[src/rtl/ejs_pkg.sv]
package ejs_pkg;
	localparam int CLK_PERIOD_NS = 50;
	localparam int SWITCH_TIME_NS = 1000;
	localparam int SWITCH_CYCLES = (SWITCH_TIME_NS + CLK_PERIOD_NS - 1) / CLK_PERIOD_NS;
	localparam int MAVG_SHIFT = 3;

	localparam logic [7:0] OFS_CYCLE = 8'h00;
	localparam logic [7:0] OFS_CM_EVENT = 8'h04;
	localparam logic [7:0] OFS_PRESSURES = 8'h08;
	localparam logic [7:0] OFS_EVAC = 8'h0C;
	localparam logic [7:0] OFS_LEAK = 8'h10;
	localparam logic [7:0] OFS_INTAKE = 8'h14;
	localparam logic [7:0] OFS_THRESH = 8'h18;
	localparam logic [7:0] OFS_SUPPLY = 8'h1C;
	localparam logic [7:0] OFS_ERRORS = 8'h20;
	localparam logic [7:0] OFS_STATUS = 8'h24;

	localparam int WARN_VALVE = 0;
	localparam int WARN_EVAC = 1;
	localparam int WARN_LEAK = 2;
	localparam int WARN_UPPER = 3;
	localparam int WARN_INTAKE = 4;
	localparam int WARN_SUPPLY = 5;
	localparam int WARN_SPARE = 6;
	localparam int WARN_PRESS = 7;

	localparam int N_ERR = 7;
	localparam int ERR_DATA = 0;
	localparam int ERR_COMM = 1;
	localparam int ERR_ZERO = 2;
	localparam int ERR_VLOW = 3;
	localparam int ERR_LINK = 4;
	localparam int ERR_VHIGH = 5;
	localparam int ERR_PRESS = 6;
	localparam logic [7:0] CODE_NONE = 8'h00;
	localparam logic [7:0] CODE_E01 = 8'h01;
	localparam logic [7:0] CODE_E02 = 8'h02;
	localparam logic [7:0] CODE_E03 = 8'h03;
	localparam logic [7:0] CODE_E07 = 8'h07;
	localparam logic [7:0] CODE_E08 = 8'h08;
	localparam logic [7:0] CODE_E17 = 8'h11;
	localparam logic [7:0] CODE_E18 = 8'h12;

	localparam logic [2:0] LIGHT_GREEN = 3'h1;
	localparam logic [2:0] LIGHT_YELLOW = 3'h2;
	localparam logic [2:0] LIGHT_RED = 3'h4;

	localparam int PDI0_PRESENT_BIT = 0;
	localparam int PDI0_LIGHT_LSB = 1;
	localparam int PDI0_ACK_BIT = 7;
	localparam int PDO0_SEL_LSB = 4;
	localparam logic [15:0] UNKNOWN_VALUE = 16'hFFFF;

	typedef enum logic [1:0] {
		SEL_BASIC = 2'b00,
		SEL_WARN = 2'b01,
		SEL_LEAK = 2'b10,
		SEL_SUPPLY = 2'b11
	} ejs_sel_e;
endpackage

[src/rtl/ejs_stat_if.sv]
`timescale 1ns/1ns
interface ejs_stat_if;
	logic [7:0] warnings;
	logic [2:0] light;
	logic [7:0] err_code;
	modport src (output warnings, output light, output err_code);
	modport dst (input warnings, input light, input err_code);
endinterface

[src/rtl/ejs_top.sv]
// Our own choices: the register offsets and the AHB-Lite interface to the registers.
`timescale 1ns/1ns
module ejs_top #(
	parameter int SWITCH_DELAY = ejs_pkg::SWITCH_CYCLES,
	parameter int LEAK_W = 16,
	parameter int RATING_W = 8
) (
	input wire logic CLK, // clock, 20 MHz
	input wire logic RESET, // sync reset, high
	input wire logic HSEL, // slave select
	input wire logic [31:0] HADDR, // byte address
	input wire logic [1:0] HTRANS, // transfer type
	input wire logic HWRITE, // write when high
	input wire logic [2:0] HSIZE, // word only
	input wire logic [31:0] HWDATA, // write data
	input wire logic HREADY, // bus ready
	input wire logic [7:0] PD_OUT0, // controller output byte 0
	output logic [31:0] HRDATA, // read data
	output logic HREADYOUT, // slave ready
	output logic HRESP, // always OKAY
	output logic [7:0] PD_IN0, // status byte
	output logic [7:0] PD_IN1, // short measure word
	output logic [7:0] PD_IN2, // wide word high byte
	output logic [7:0] PD_IN3, // wide word low byte
	output logic [7:0] ERROR_CODE // active error code
);
	import ejs_pkg::*;

	localparam int CNT_W = $clog2(SWITCH_DELAY + 1);
	localparam logic [CNT_W-1:0] CNT_LAST = CNT_W'(SWITCH_DELAY - 1);

	// bus state
	logic wr_pend_reg;
	logic rd_pend_reg;
	logic [7:0] addr_reg;
	logic hready_reg;
	logic [31:0] hrdata_reg;
	logic hresp_reg;

	// software-visible state
	logic cycle_active_reg;
	logic part_present_reg;
	logic supply_bad_reg;
	logic press_bad_reg;
	logic [7:0] inlet_reg;
	logic [15:0] vacuum_reg;
	logic [15:0] evac_reg;
	logic [15:0] intake_pres_reg;
	logic [RATING_W-1:0] intake_perf_reg;
	logic intake_known_reg;
	logic [15:0] thr_upper_reg;
	logic [15:0] thr_lower_reg;
	logic [7:0] volt_reg;
	logic [15:0] air_reg;
	logic [N_ERR-1:0] err_flags_reg;

	// selector path
	logic [1:0] sel_meta_reg;
	logic [1:0] sel_sync_reg;
	logic [1:0] sel_seen_reg;
	ejs_sel_e applied_sel_reg;
	logic [CNT_W-1:0] settle_reg;

	// process data out
	logic [7:0] pd0_reg;
	logic [7:0] pd1_reg;
	logic [7:0] pd2_reg;
	logic [7:0] pd3_reg;
	logic [7:0] err_code_reg;

	ejs_stat_if st ();

	// address phase
	wire bus_take = HSEL && HTRANS[1] && HREADY;
	wire take_wr = bus_take && HWRITE;
	wire take_rd = bus_take && !HWRITE;

	// data-phase write decode
	wire wr_cycle = wr_pend_reg && (addr_reg == OFS_CYCLE);
	wire wr_event = wr_pend_reg && (addr_reg == OFS_CM_EVENT);
	wire wr_press = wr_pend_reg && (addr_reg == OFS_PRESSURES);
	wire wr_evac = wr_pend_reg && (addr_reg == OFS_EVAC);
	wire wr_leak = wr_pend_reg && (addr_reg == OFS_LEAK);
	wire wr_intake = wr_pend_reg && (addr_reg == OFS_INTAKE);
	wire wr_thresh = wr_pend_reg && (addr_reg == OFS_THRESH);
	wire wr_supply = wr_pend_reg && (addr_reg == OFS_SUPPLY);
	wire wr_errors = wr_pend_reg && (addr_reg == OFS_ERRORS);

	wire cycle_start = wr_cycle && HWDATA[0];
	wire cycle_end = wr_cycle && HWDATA[1] && !HWDATA[0];
	wire [3:0] event_set = wr_event ? HWDATA[3:0] : 4'h0;
	wire leak_valid = wr_leak && (cycle_active_reg || cycle_start);

	// leakage averages
	wire [LEAK_W-1:0] leak_avg;
	wire [RATING_W-1:0] quality_avg;

	ejs_mavg #(
		.W(LEAK_W),
		.SHIFT(MAVG_SHIFT)
	) u_leak_avg (
		.clk(CLK),
		.reset(RESET),
		.clear(cycle_start),
		.sample_valid(leak_valid),
		.sample(HWDATA[LEAK_W-1:0]),
		.avg(leak_avg)
	);

	ejs_mavg #(
		.W(RATING_W),
		.SHIFT(MAVG_SHIFT)
	) u_quality_avg (
		.clk(CLK),
		.reset(RESET),
		.clear(cycle_start),
		.sample_valid(leak_valid),
		.sample(HWDATA[16 +: RATING_W]),
		.avg(quality_avg)
	);

	ejs_status u_status (
		.clk(CLK),
		.reset(RESET),
		.cycle_start(cycle_start),
		.suction_active(cycle_active_reg),
		.event_set(event_set),
		.supply_bad(supply_bad_reg),
		.press_bad(press_bad_reg),
		.intake_strobe(wr_intake),
		.intake_value(HWDATA[15:0]),
		.thr_upper(thr_upper_reg),
		.thr_lower(thr_lower_reg),
		.err_flags(err_flags_reg),
		.st(st)
	);

	// register read mux
	wire [31:0] rd_cycle = {29'h0, part_present_reg, 1'b0, cycle_active_reg};
	wire [31:0] rd_event = {24'h0, st.warnings};
	wire [31:0] rd_press = {vacuum_reg, 8'h00, inlet_reg};
	wire [31:0] rd_leak = {8'h00, 8'(quality_avg), 16'(leak_avg)};
	wire [31:0] rd_intake = {intake_known_reg, 7'h00, 8'(intake_perf_reg), intake_pres_reg};
	wire [31:0] rd_status = {16'h0000, st.err_code, 2'b00, 1'(applied_sel_reg != SEL_BASIC),
		applied_sel_reg, st.light};
	wire [31:0] rdata_mux =
		(addr_reg == OFS_CYCLE) ? rd_cycle :
		(addr_reg == OFS_CM_EVENT) ? rd_event :
		(addr_reg == OFS_PRESSURES) ? rd_press :
		(addr_reg == OFS_EVAC) ? {16'h0000, evac_reg} :
		(addr_reg == OFS_LEAK) ? rd_leak :
		(addr_reg == OFS_INTAKE) ? rd_intake :
		(addr_reg == OFS_THRESH) ? {thr_lower_reg, thr_upper_reg} :
		(addr_reg == OFS_SUPPLY) ? {air_reg, 8'h00, volt_reg} :
		(addr_reg == OFS_ERRORS) ? {25'h0, err_flags_reg} :
		(addr_reg == OFS_STATUS) ? rd_status : 32'h0000_0000;

	// pair contents follow the applied selector only
	wire [7:0] leak_byte = (leak_avg > LEAK_W'(8'hFF)) ? 8'hFF : leak_avg[7:0];
	wire [15:0] intake_shown = intake_known_reg ? intake_pres_reg : UNKNOWN_VALUE;
	wire [7:0] short_measure_word =
		(applied_sel_reg == SEL_BASIC) ? inlet_reg :
		(applied_sel_reg == SEL_WARN) ? st.warnings :
		(applied_sel_reg == SEL_LEAK) ? leak_byte : volt_reg;
	wire [15:0] wide_measure_word =
		(applied_sel_reg == SEL_BASIC) ? vacuum_reg :
		(applied_sel_reg == SEL_WARN) ? evac_reg :
		(applied_sel_reg == SEL_LEAK) ? intake_shown : air_reg;
	wire pair_select_ack = (applied_sel_reg != SEL_BASIC);
	wire [7:0] pd0_next = {pair_select_ack, 3'b000, st.light, part_present_reg};

	// selector settling
	wire sel_moved = (sel_sync_reg != sel_seen_reg);
	wire sel_differs = (sel_sync_reg != applied_sel_reg);
	wire sel_apply = !sel_moved && sel_differs && (settle_reg == CNT_LAST);

	// bus slave
	always_ff @(posedge CLK)
	begin
		if (RESET)
		begin
			wr_pend_reg <= 1'b0;
			rd_pend_reg <= 1'b0;
			addr_reg <= 8'h00;
			hready_reg <= 1'b1;
			hrdata_reg <= 32'h0000_0000;
			hresp_reg <= 1'b0;
		end
		else
		begin
			wr_pend_reg <= take_wr;
			rd_pend_reg <= take_rd;
			hresp_reg <= 1'b0;
			if (bus_take)
				addr_reg <= {HADDR[7:2], 2'b00};
			if (take_rd)
				hready_reg <= 1'b0;
			else if (rd_pend_reg)
				hready_reg <= 1'b1;
			if (rd_pend_reg)
				hrdata_reg <= rdata_mux;
		end
	end

	// suction cycle and level flags
	always_ff @(posedge CLK)
	begin
		if (RESET)
		begin
			cycle_active_reg <= 1'b0;
			part_present_reg <= 1'b0;
			supply_bad_reg <= 1'b0;
			press_bad_reg <= 1'b0;
		end
		else
		begin
			if (cycle_start)
				cycle_active_reg <= 1'b1;
			else if (cycle_end)
				cycle_active_reg <= 1'b0;
			if (wr_cycle)
				part_present_reg <= HWDATA[2];
			if (wr_event)
			begin
				supply_bad_reg <= HWDATA[WARN_SUPPLY];
				press_bad_reg <= HWDATA[WARN_PRESS];
			end
		end
	end

	// measurement words shown in the pair field
	always_ff @(posedge CLK)
	begin
		if (RESET)
		begin
			inlet_reg <= 8'h00;
			vacuum_reg <= 16'h0000;
			evac_reg <= 16'h0000;
			volt_reg <= 8'h00;
			air_reg <= 16'h0000;
		end
		else
		begin
			if (wr_press)
			begin
				inlet_reg <= HWDATA[7:0];
				vacuum_reg <= HWDATA[31:16];
			end
			if (wr_evac)
				evac_reg <= HWDATA[15:0];
			if (wr_supply)
			begin
				volt_reg <= HWDATA[7:0];
				air_reg <= HWDATA[31:16];
			end
		end
	end

	// thresholds and error levels
	always_ff @(posedge CLK)
	begin
		if (RESET)
		begin
			thr_upper_reg <= 16'h0000;
			thr_lower_reg <= 16'h0000;
			err_flags_reg <= '0;
		end
		else
		begin
			if (wr_thresh)
			begin
				thr_upper_reg <= HWDATA[15:0];
				thr_lower_reg <= HWDATA[31:16];
			end
			if (wr_errors)
				err_flags_reg <= HWDATA[N_ERR-1:0];
		end
	end

	// free-intake values, unknown until first measurement
	always_ff @(posedge CLK)
	begin
		if (RESET)
		begin
			intake_pres_reg <= 16'h0000;
			intake_perf_reg <= '0;
			intake_known_reg <= 1'b0;
		end
		else if (wr_intake)
		begin
			intake_pres_reg <= HWDATA[15:0];
			intake_perf_reg <= HWDATA[16 +: RATING_W];
			intake_known_reg <= 1'b1;
		end
	end

	// selector synchroniser and settle counter
	always_ff @(posedge CLK)
	begin
		if (RESET)
		begin
			sel_meta_reg <= 2'b00;
			sel_sync_reg <= 2'b00;
			sel_seen_reg <= 2'b00;
			settle_reg <= '0;
			applied_sel_reg <= SEL_BASIC;
		end
		else
		begin
			sel_meta_reg <= PD_OUT0[PDO0_SEL_LSB +: 2];
			sel_sync_reg <= sel_meta_reg;
			sel_seen_reg <= sel_sync_reg;
			if (sel_moved || !sel_differs || sel_apply)
				settle_reg <= '0;
			else
				settle_reg <= settle_reg + 1'b1;
			if (sel_apply)
				applied_sel_reg <= ejs_sel_e'(sel_sync_reg);
		end
	end

	// process data input bytes; contents and acknowledge share one edge
	always_ff @(posedge CLK)
	begin
		if (RESET)
		begin
			pd0_reg <= {4'h0, LIGHT_GREEN, 1'b0};
			pd1_reg <= 8'h00;
			pd2_reg <= 8'h00;
			pd3_reg <= 8'h00;
			err_code_reg <= CODE_NONE;
		end
		else
		begin
			pd0_reg <= pd0_next;
			pd1_reg <= short_measure_word;
			pd2_reg <= wide_measure_word[15:8];
			pd3_reg <= wide_measure_word[7:0];
			err_code_reg <= st.err_code;
		end
	end

	assign HRDATA = hrdata_reg;
	assign HREADYOUT = hready_reg;
	assign HRESP = hresp_reg;
	assign PD_IN0 = pd0_reg;
	assign PD_IN1 = pd1_reg;
	assign PD_IN2 = pd2_reg;
	assign PD_IN3 = pd3_reg;
	assign ERROR_CODE = err_code_reg;
endmodule

[src/rtl/ejs_mavg.sv]
`timescale 1ns/1ns
module ejs_mavg #(
	parameter int W = 16,
	parameter int SHIFT = ejs_pkg::MAVG_SHIFT
) (
	input wire logic clk, // clock
	input wire logic reset, // sync reset
	input wire logic clear, // cycle start
	input wire logic sample_valid, // new sample
	input wire logic [W-1:0] sample, // sample value
	output logic [W-1:0] avg // averaged value
);
	import ejs_pkg::*;
	logic first_reg;
	logic signed [W:0] diff;
	logic signed [W:0] step;
	logic [W-1:0] avg_next;
	logic first_next;

	assign diff = $signed({1'b0, sample}) - $signed({1'b0, avg});
	assign step = diff >>> SHIFT;

	always_comb
	begin
		avg_next = avg;
		first_next = first_reg;
		if (clear)
		begin
			avg_next = '0;
			first_next = 1'b1;
		end
		if (sample_valid)
		begin
			avg_next = (first_reg || clear) ? sample : W'(avg + step[W-1:0]);
			first_next = 1'b0;
		end
	end

	always_ff @(posedge clk)
	begin
		if (reset)
		begin
			avg <= '0;
			first_reg <= 1'b1;
		end
		else
		begin
			avg <= avg_next;
			first_reg <= first_next;
		end
	end
endmodule

[src/rtl/ejs_status.sv]
`timescale 1ns/1ns
module ejs_status (
	input wire logic clk, // clock
	input wire logic reset, // sync reset
	input wire logic cycle_start, // suction cycle begins
	input wire logic suction_active, // suction running
	input wire logic [3:0] event_set, // per-cycle events
	input wire logic supply_bad, // supply out of range
	input wire logic press_bad, // system pressure out of range
	input wire logic intake_strobe, // new intake measurement
	input wire logic [15:0] intake_value, // intake pressure
	input wire logic [15:0] thr_upper, // upper threshold
	input wire logic [15:0] thr_lower, // release level
	input wire logic [ejs_pkg::N_ERR-1:0] err_flags, // active errors
	ejs_stat_if.src st // status out
);
	import ejs_pkg::*;
	logic [3:0] cyc_warn_reg;
	logic intake_warn_reg;
	logic [3:0] cyc_warn_next;
	logic [3:0] ev_gated;
	logic [7:0] warn_word;
	logic [7:0] code_sel;
	logic [2:0] light_sel;

	assign ev_gated = (suction_active || cycle_start) ? event_set : 4'h0;
	assign cyc_warn_next = (cycle_start ? 4'h0 : cyc_warn_reg) | ev_gated;

	assign warn_word = {press_bad, 1'b0, supply_bad, intake_warn_reg, cyc_warn_reg};

	assign light_sel = (|err_flags) ? LIGHT_RED :
		(|warn_word) ? LIGHT_YELLOW : LIGHT_GREEN;

	assign code_sel = err_flags[ERR_DATA] ? CODE_E01 :
		err_flags[ERR_COMM] ? CODE_E02 :
		err_flags[ERR_ZERO] ? CODE_E03 :
		err_flags[ERR_VLOW] ? CODE_E07 :
		err_flags[ERR_LINK] ? CODE_E08 :
		err_flags[ERR_VHIGH] ? CODE_E17 :
		err_flags[ERR_PRESS] ? CODE_E18 : CODE_NONE;

	always_ff @(posedge clk)
	begin
		if (reset)
		begin
			cyc_warn_reg <= 4'h0;
			intake_warn_reg <= 1'b0;
			st.warnings <= 8'h00;
			st.light <= LIGHT_GREEN;
			st.err_code <= CODE_NONE;
		end
		else
		begin
			cyc_warn_reg <= cyc_warn_next;
			if (intake_strobe)
				intake_warn_reg <= (intake_value > thr_lower) && (intake_value < thr_upper);
			st.warnings <= warn_word;
			st.light <= light_sel;
			st.err_code <= code_sel;
		end
	end
endmodule

[config.mk]
export PLATFORM = sky130hd
export DESIGN_NAME = ejs_top
export DESIGN_NICKNAME = d
export VERILOG_FILES = /design/src/rtl/ejs_pkg.sv /design/src/rtl/ejs_stat_if.sv /design/src/rtl/ejs_top.sv /design/src/rtl/ejs_mavg.sv /design/src/rtl/ejs_status.sv
export SDC_FILE = /design/constraint.sdc
export NUM_CORES = 1
export LEC_CHECK = 0
export ABC_AREA = 1
export BUFFER_PORTS_ARGS = -buffer_cell sky130_fd_sc_hd__buf_2
export CAP_MARGIN = 15
export CORE_MARGIN = 3
export CORE_UTILIZATION = 25
export DETAILED_ROUTE_END_ITERATION = 8
export SLEW_MARGIN = 15
export SYNTH_ARGS = -nofsm -noshare
export SYNTH_HDL_FRONTEND = slang
export SYNTH_SLANG_ARGS = --single-unit
[constraint.sdc]
create_clock -name CLK -period 3.1 [get_ports CLK]
set_input_delay 0.31 -clock CLK [delete_from_list [all_inputs] [get_ports CLK]]
set_output_delay 0.31 -clock CLK [all_outputs]
set_load 0.05 [all_outputs]
==> impl_metrics.yaml <==
global_routing:
  grt_pass1_vias: 12770
  antenna_found_initial: 9
  grt-ovfl-total: 0
  grt_max_degree: 90
  grt_usage_pct: 17.00
  grt_pass1_wl_mm: 75.71
worst_setup_path:
  crit_top_cell: "nand2_1"
  worst-setup-path-type: "reg -> reg"
  path_cells: "inv_1 > ha_1 > a21oi_2 > o21ai_2 > a21o_1 > nand2_1 > nand2_1 > nand2_2 > nand2_2 > a21oi_2 > xor2_1 > inv_1 > ha_4 > nand2_1 > nor3_2 > nand2_1 > nand3_2 > nor2_1 > inv_1 > nand2_1 > xor2_1 > nand2_1 > nand2_1 > a21oi_2"
  r2r_start: "u_quality_avg.avg[2]$_SDFFE_PP0P_"
  crit_path_top_delay_cell: "dfxtp_2"
  arrival_ns: 3.37
  r2r_cells: 24
  rrSetupSlack_ns: 0.17
  max_stage_delay_ns: 0.33
  start_kind: "flip-flop"
  cp-end-kind: "flip-flop"
  crit_required_ns: 3.54
  cp_max_fo: 4
  path_delay_family: "simple AND/OR/NAND/NOR gates"
  worstReg2RegEnd: "u_quality_avg.avg[7]$_SDFFE_PP0P_"
  cp_num_buf_inv: 3
yosys:
  synth_cell_type_count: 51
  post-synth-top-area-cell: "dfxtp_1"
  synth_area_per_cell_um2: 7.286
  synth-edff-count: 0
  synth-warning-count: 0
  synth_ff_type: "dfxtp_1"
  synth-async-reset-ratio_pct: 0
  synth.area.top_cells: "dfxtp_1 39%, a21oi_1 9.6%, nand2_1 8.1%"
  synth_seq_cells: 265
  synth_top_area_share_pct: 39.00
  synth_area_mm2: 0.01360
  synthCells: 1867
  seq_area_frac_synth_pct: 39.00
layout:
  final_core_util_pct: 31.55
  syn_to_final_growth_pct: 23.35
  fin_cells: 2748
  ff_latch_area_mm2: 0.005314
  largest_register_ffs: 32
  multi_input_area_mm2: 0.007337
  fill_cells: 5682
  layout-drive-gt1-share_pct: 17.43
  mostFrequentLayoutCells: "287 x nand2_1, 258 x dfxtp_1, 251 x a21oi_1, 209 x o21ai_0, 206 x inv_1"
  nNetsFinal: 2194
  final_common_cell: "nand2_1"
cts:
  clockBufferDepth: 3
  cts_sinks: 265
  root_buffer: "clkbuf_16"
  path_clk_slew_ns: 0.06
  cts_tree: "yes"
  cts_buffers: 28
  htreeDepth: 1
  clock_latency_ns: 0.57
route:
  ant_nets: 0
  drt_iter0_drc: 1449
  vias: 13790
  drcViolationCount: 0
  routed_wl_mm: 50.82
  wl_per_cell_um: 18.49
  vias_per_cell: 5.019
  firstDrtPassIters: 7
worst_hold_path:
  worstHoldStart: "HADDR[6]"
  whs_path_depth: 3
  whs_endpoint: "addr_reg[6]$_SDFFE_PP0P_"
  holdCritPathClass: "in -> reg"
timing:
  min_period_ns: 2.927
  slew_violations: 0
  max_slew_margin_pct: 41.15
  finalSetupTns_ns: 0
  timing.fmax_ghz: 0.3416
  hold_violations: 0
  tightest_slew_ns: 0.8818
  fin_crit_sh_pct: 94.43
  whs_ns: 0.04566
  setup_viol: 0
  skew_ns: 0.01979
run_status:
  status: "completed"
placed_design:
  dp.cells: 2681
  dp_hpwl_mm: 37.81
  io_buffer_count: 112
  globalplace.congestion: 0.9712
pwr:
  combinationalPowerShare_pct: 9.6
  p_leak_nw: 6.777
  switching_share_pct: 25.95
  power.total_mw: 7.841
  internal_power_mw: 5.807
  powerDensity_mw_per_mm2: 467.3
  p_seq_share_pct: 43.7
  peakVddDrop_uv: 370.0
  power_frac_clock_pct: 46.7
  power_switching_mw: 2.034
floorplan:
  row_count: 84
  start_util_pct: 25.58
  dieArea_mm2: 0.05725
  io_pins: 156
  core_mm2: 0.05318
  chipWidth_um: 239.3
  dieHeight_um: 239.3
job:
  drv_cap: 0
## kinds of logic (layout without fill, tap and decap cells)
group | after synthesis | after routing | synth area share (%)
multiplexers | 1 | 1 | 0.07359
flip-flops | 265 | 265 | 39.00
adder cells (fa/ha/maj) | 80 | 80 | 7.469
XOR/XNOR | 31 | 31 | 1.996
AND/OR/NAND/NOR | 568 | 568 | 17.72
other | 1 | 13 | 0.02757
buffers and inverters | 317 | 498 | 9.364
AO/OA/AOI/OAI | 604 | 604 | 24.36
## area by class of cell
cell class	count	share of cell area (%)
multi-input combinational	1291	43.73
timing repair buffer	220	8.381
clock buffer	32	4.571
tap	688	5.130
antenna	6	0.08948
sequential	265	31.67
clock inverter	20	1.372
inverter	226	5.063
## repair_timing
action | in CTS | in global routing
pin swaps | 1 | 13
buffers inserted | 0 | 1
endpoints found under the setup margin | 1 | 13
hold buffers | 8 | 0
hold endpoints to repair | 9 | 0
resized for setup | 4 | 62
## metrics by stage
step | area, um2 | worst slack (ns)
2_1_floorplan | 13630 | 0.1995
3_3_place_gp | 15380 | -0.09028
4_1_cts | 16480 | 0.006327
5_1_grt | 16770 | -0.1119
3_5_place_dp | 15380 | -0.09089
6_report | 16780 | 0.1728
## metal layers
layer	share of wire (%)	global-route usage, %	vias to the layer above
li1	-	-	6620
met1	42	22.62	6490
met2	45	27.17	571
met3	8.8	3.270	105
met4	3.8	6.762	6
met5	0.067	0	-
## cells in the mapped netlist, types with 6 or more instances
master and count:
clkbuf_1 57, o211ai_1 10, nand4_1 10, o21ai_0 215
nand3_1 53, nor2_2 7, a21oi_1 261, a31oi_1 12
o22ai_1 28, a221oi_1 6, inv_2 13, inv_1 211
a311oi_1 7, o221ai_1 22, o21ai_1 12, nand2_1 293
nor4_1 6, nor2_1 163, ha_1 78, buf_2 18
xor2_1 24, nor2_4 6, nor3_1 13, dfxtp_1 265
a21o_1 8, buf_4 8, xnor2_1 7
## tightest hold or removal path, delay by kind of cell
family          cells  cell delay, ns
buf+inv             1            0.08
compound gates      2            0.17
## power by group through the flow
stage	combinational (mW)	clock [mW]	sequential, mW
final	0.751	3.66	3.43
after CTS	0.702	3.72	3.43
after global routing	0.825	3.85	3.43
after detailed placement	0.687	0	3.51
after floorplan	0.426	0	3.51
after global placement	0.674	0	3.50
## worst max path at each step
| stage | from | end | cells past startpoint |
|---|---|---|---|
| final | u_quality_avg.avg[2]$_SDFFE_PP0P_ | u_quality_avg.avg[7]$_SDFFE_PP0P_ | 24 |
| after global routing | u_leak_avg.avg[11]$_SDFFE_PP0P_ | u_leak_avg.avg[14]$_SDFFE_PP0P_ | 16 |
| after CTS | u_leak_avg.avg[4]$_SDFFE_PP0P_ | u_leak_avg.avg[13]$_SDFFE_PP0P_ | 19 |
| after detailed placement | HWDATA[4] | u_leak_avg.avg[13]$_SDFFE_PP0P_ | 19 |
| after global placement | HWDATA[4] | u_leak_avg.avg[13]$_SDFFE_PP0P_ | 19 |
| after floorplan | u_quality_avg.avg[2]$_SDFFE_PP0P_ | u_quality_avg.avg[7]$_SDFFE_PP0P_ | 24 |
Power figures use the tool's default switching activity.
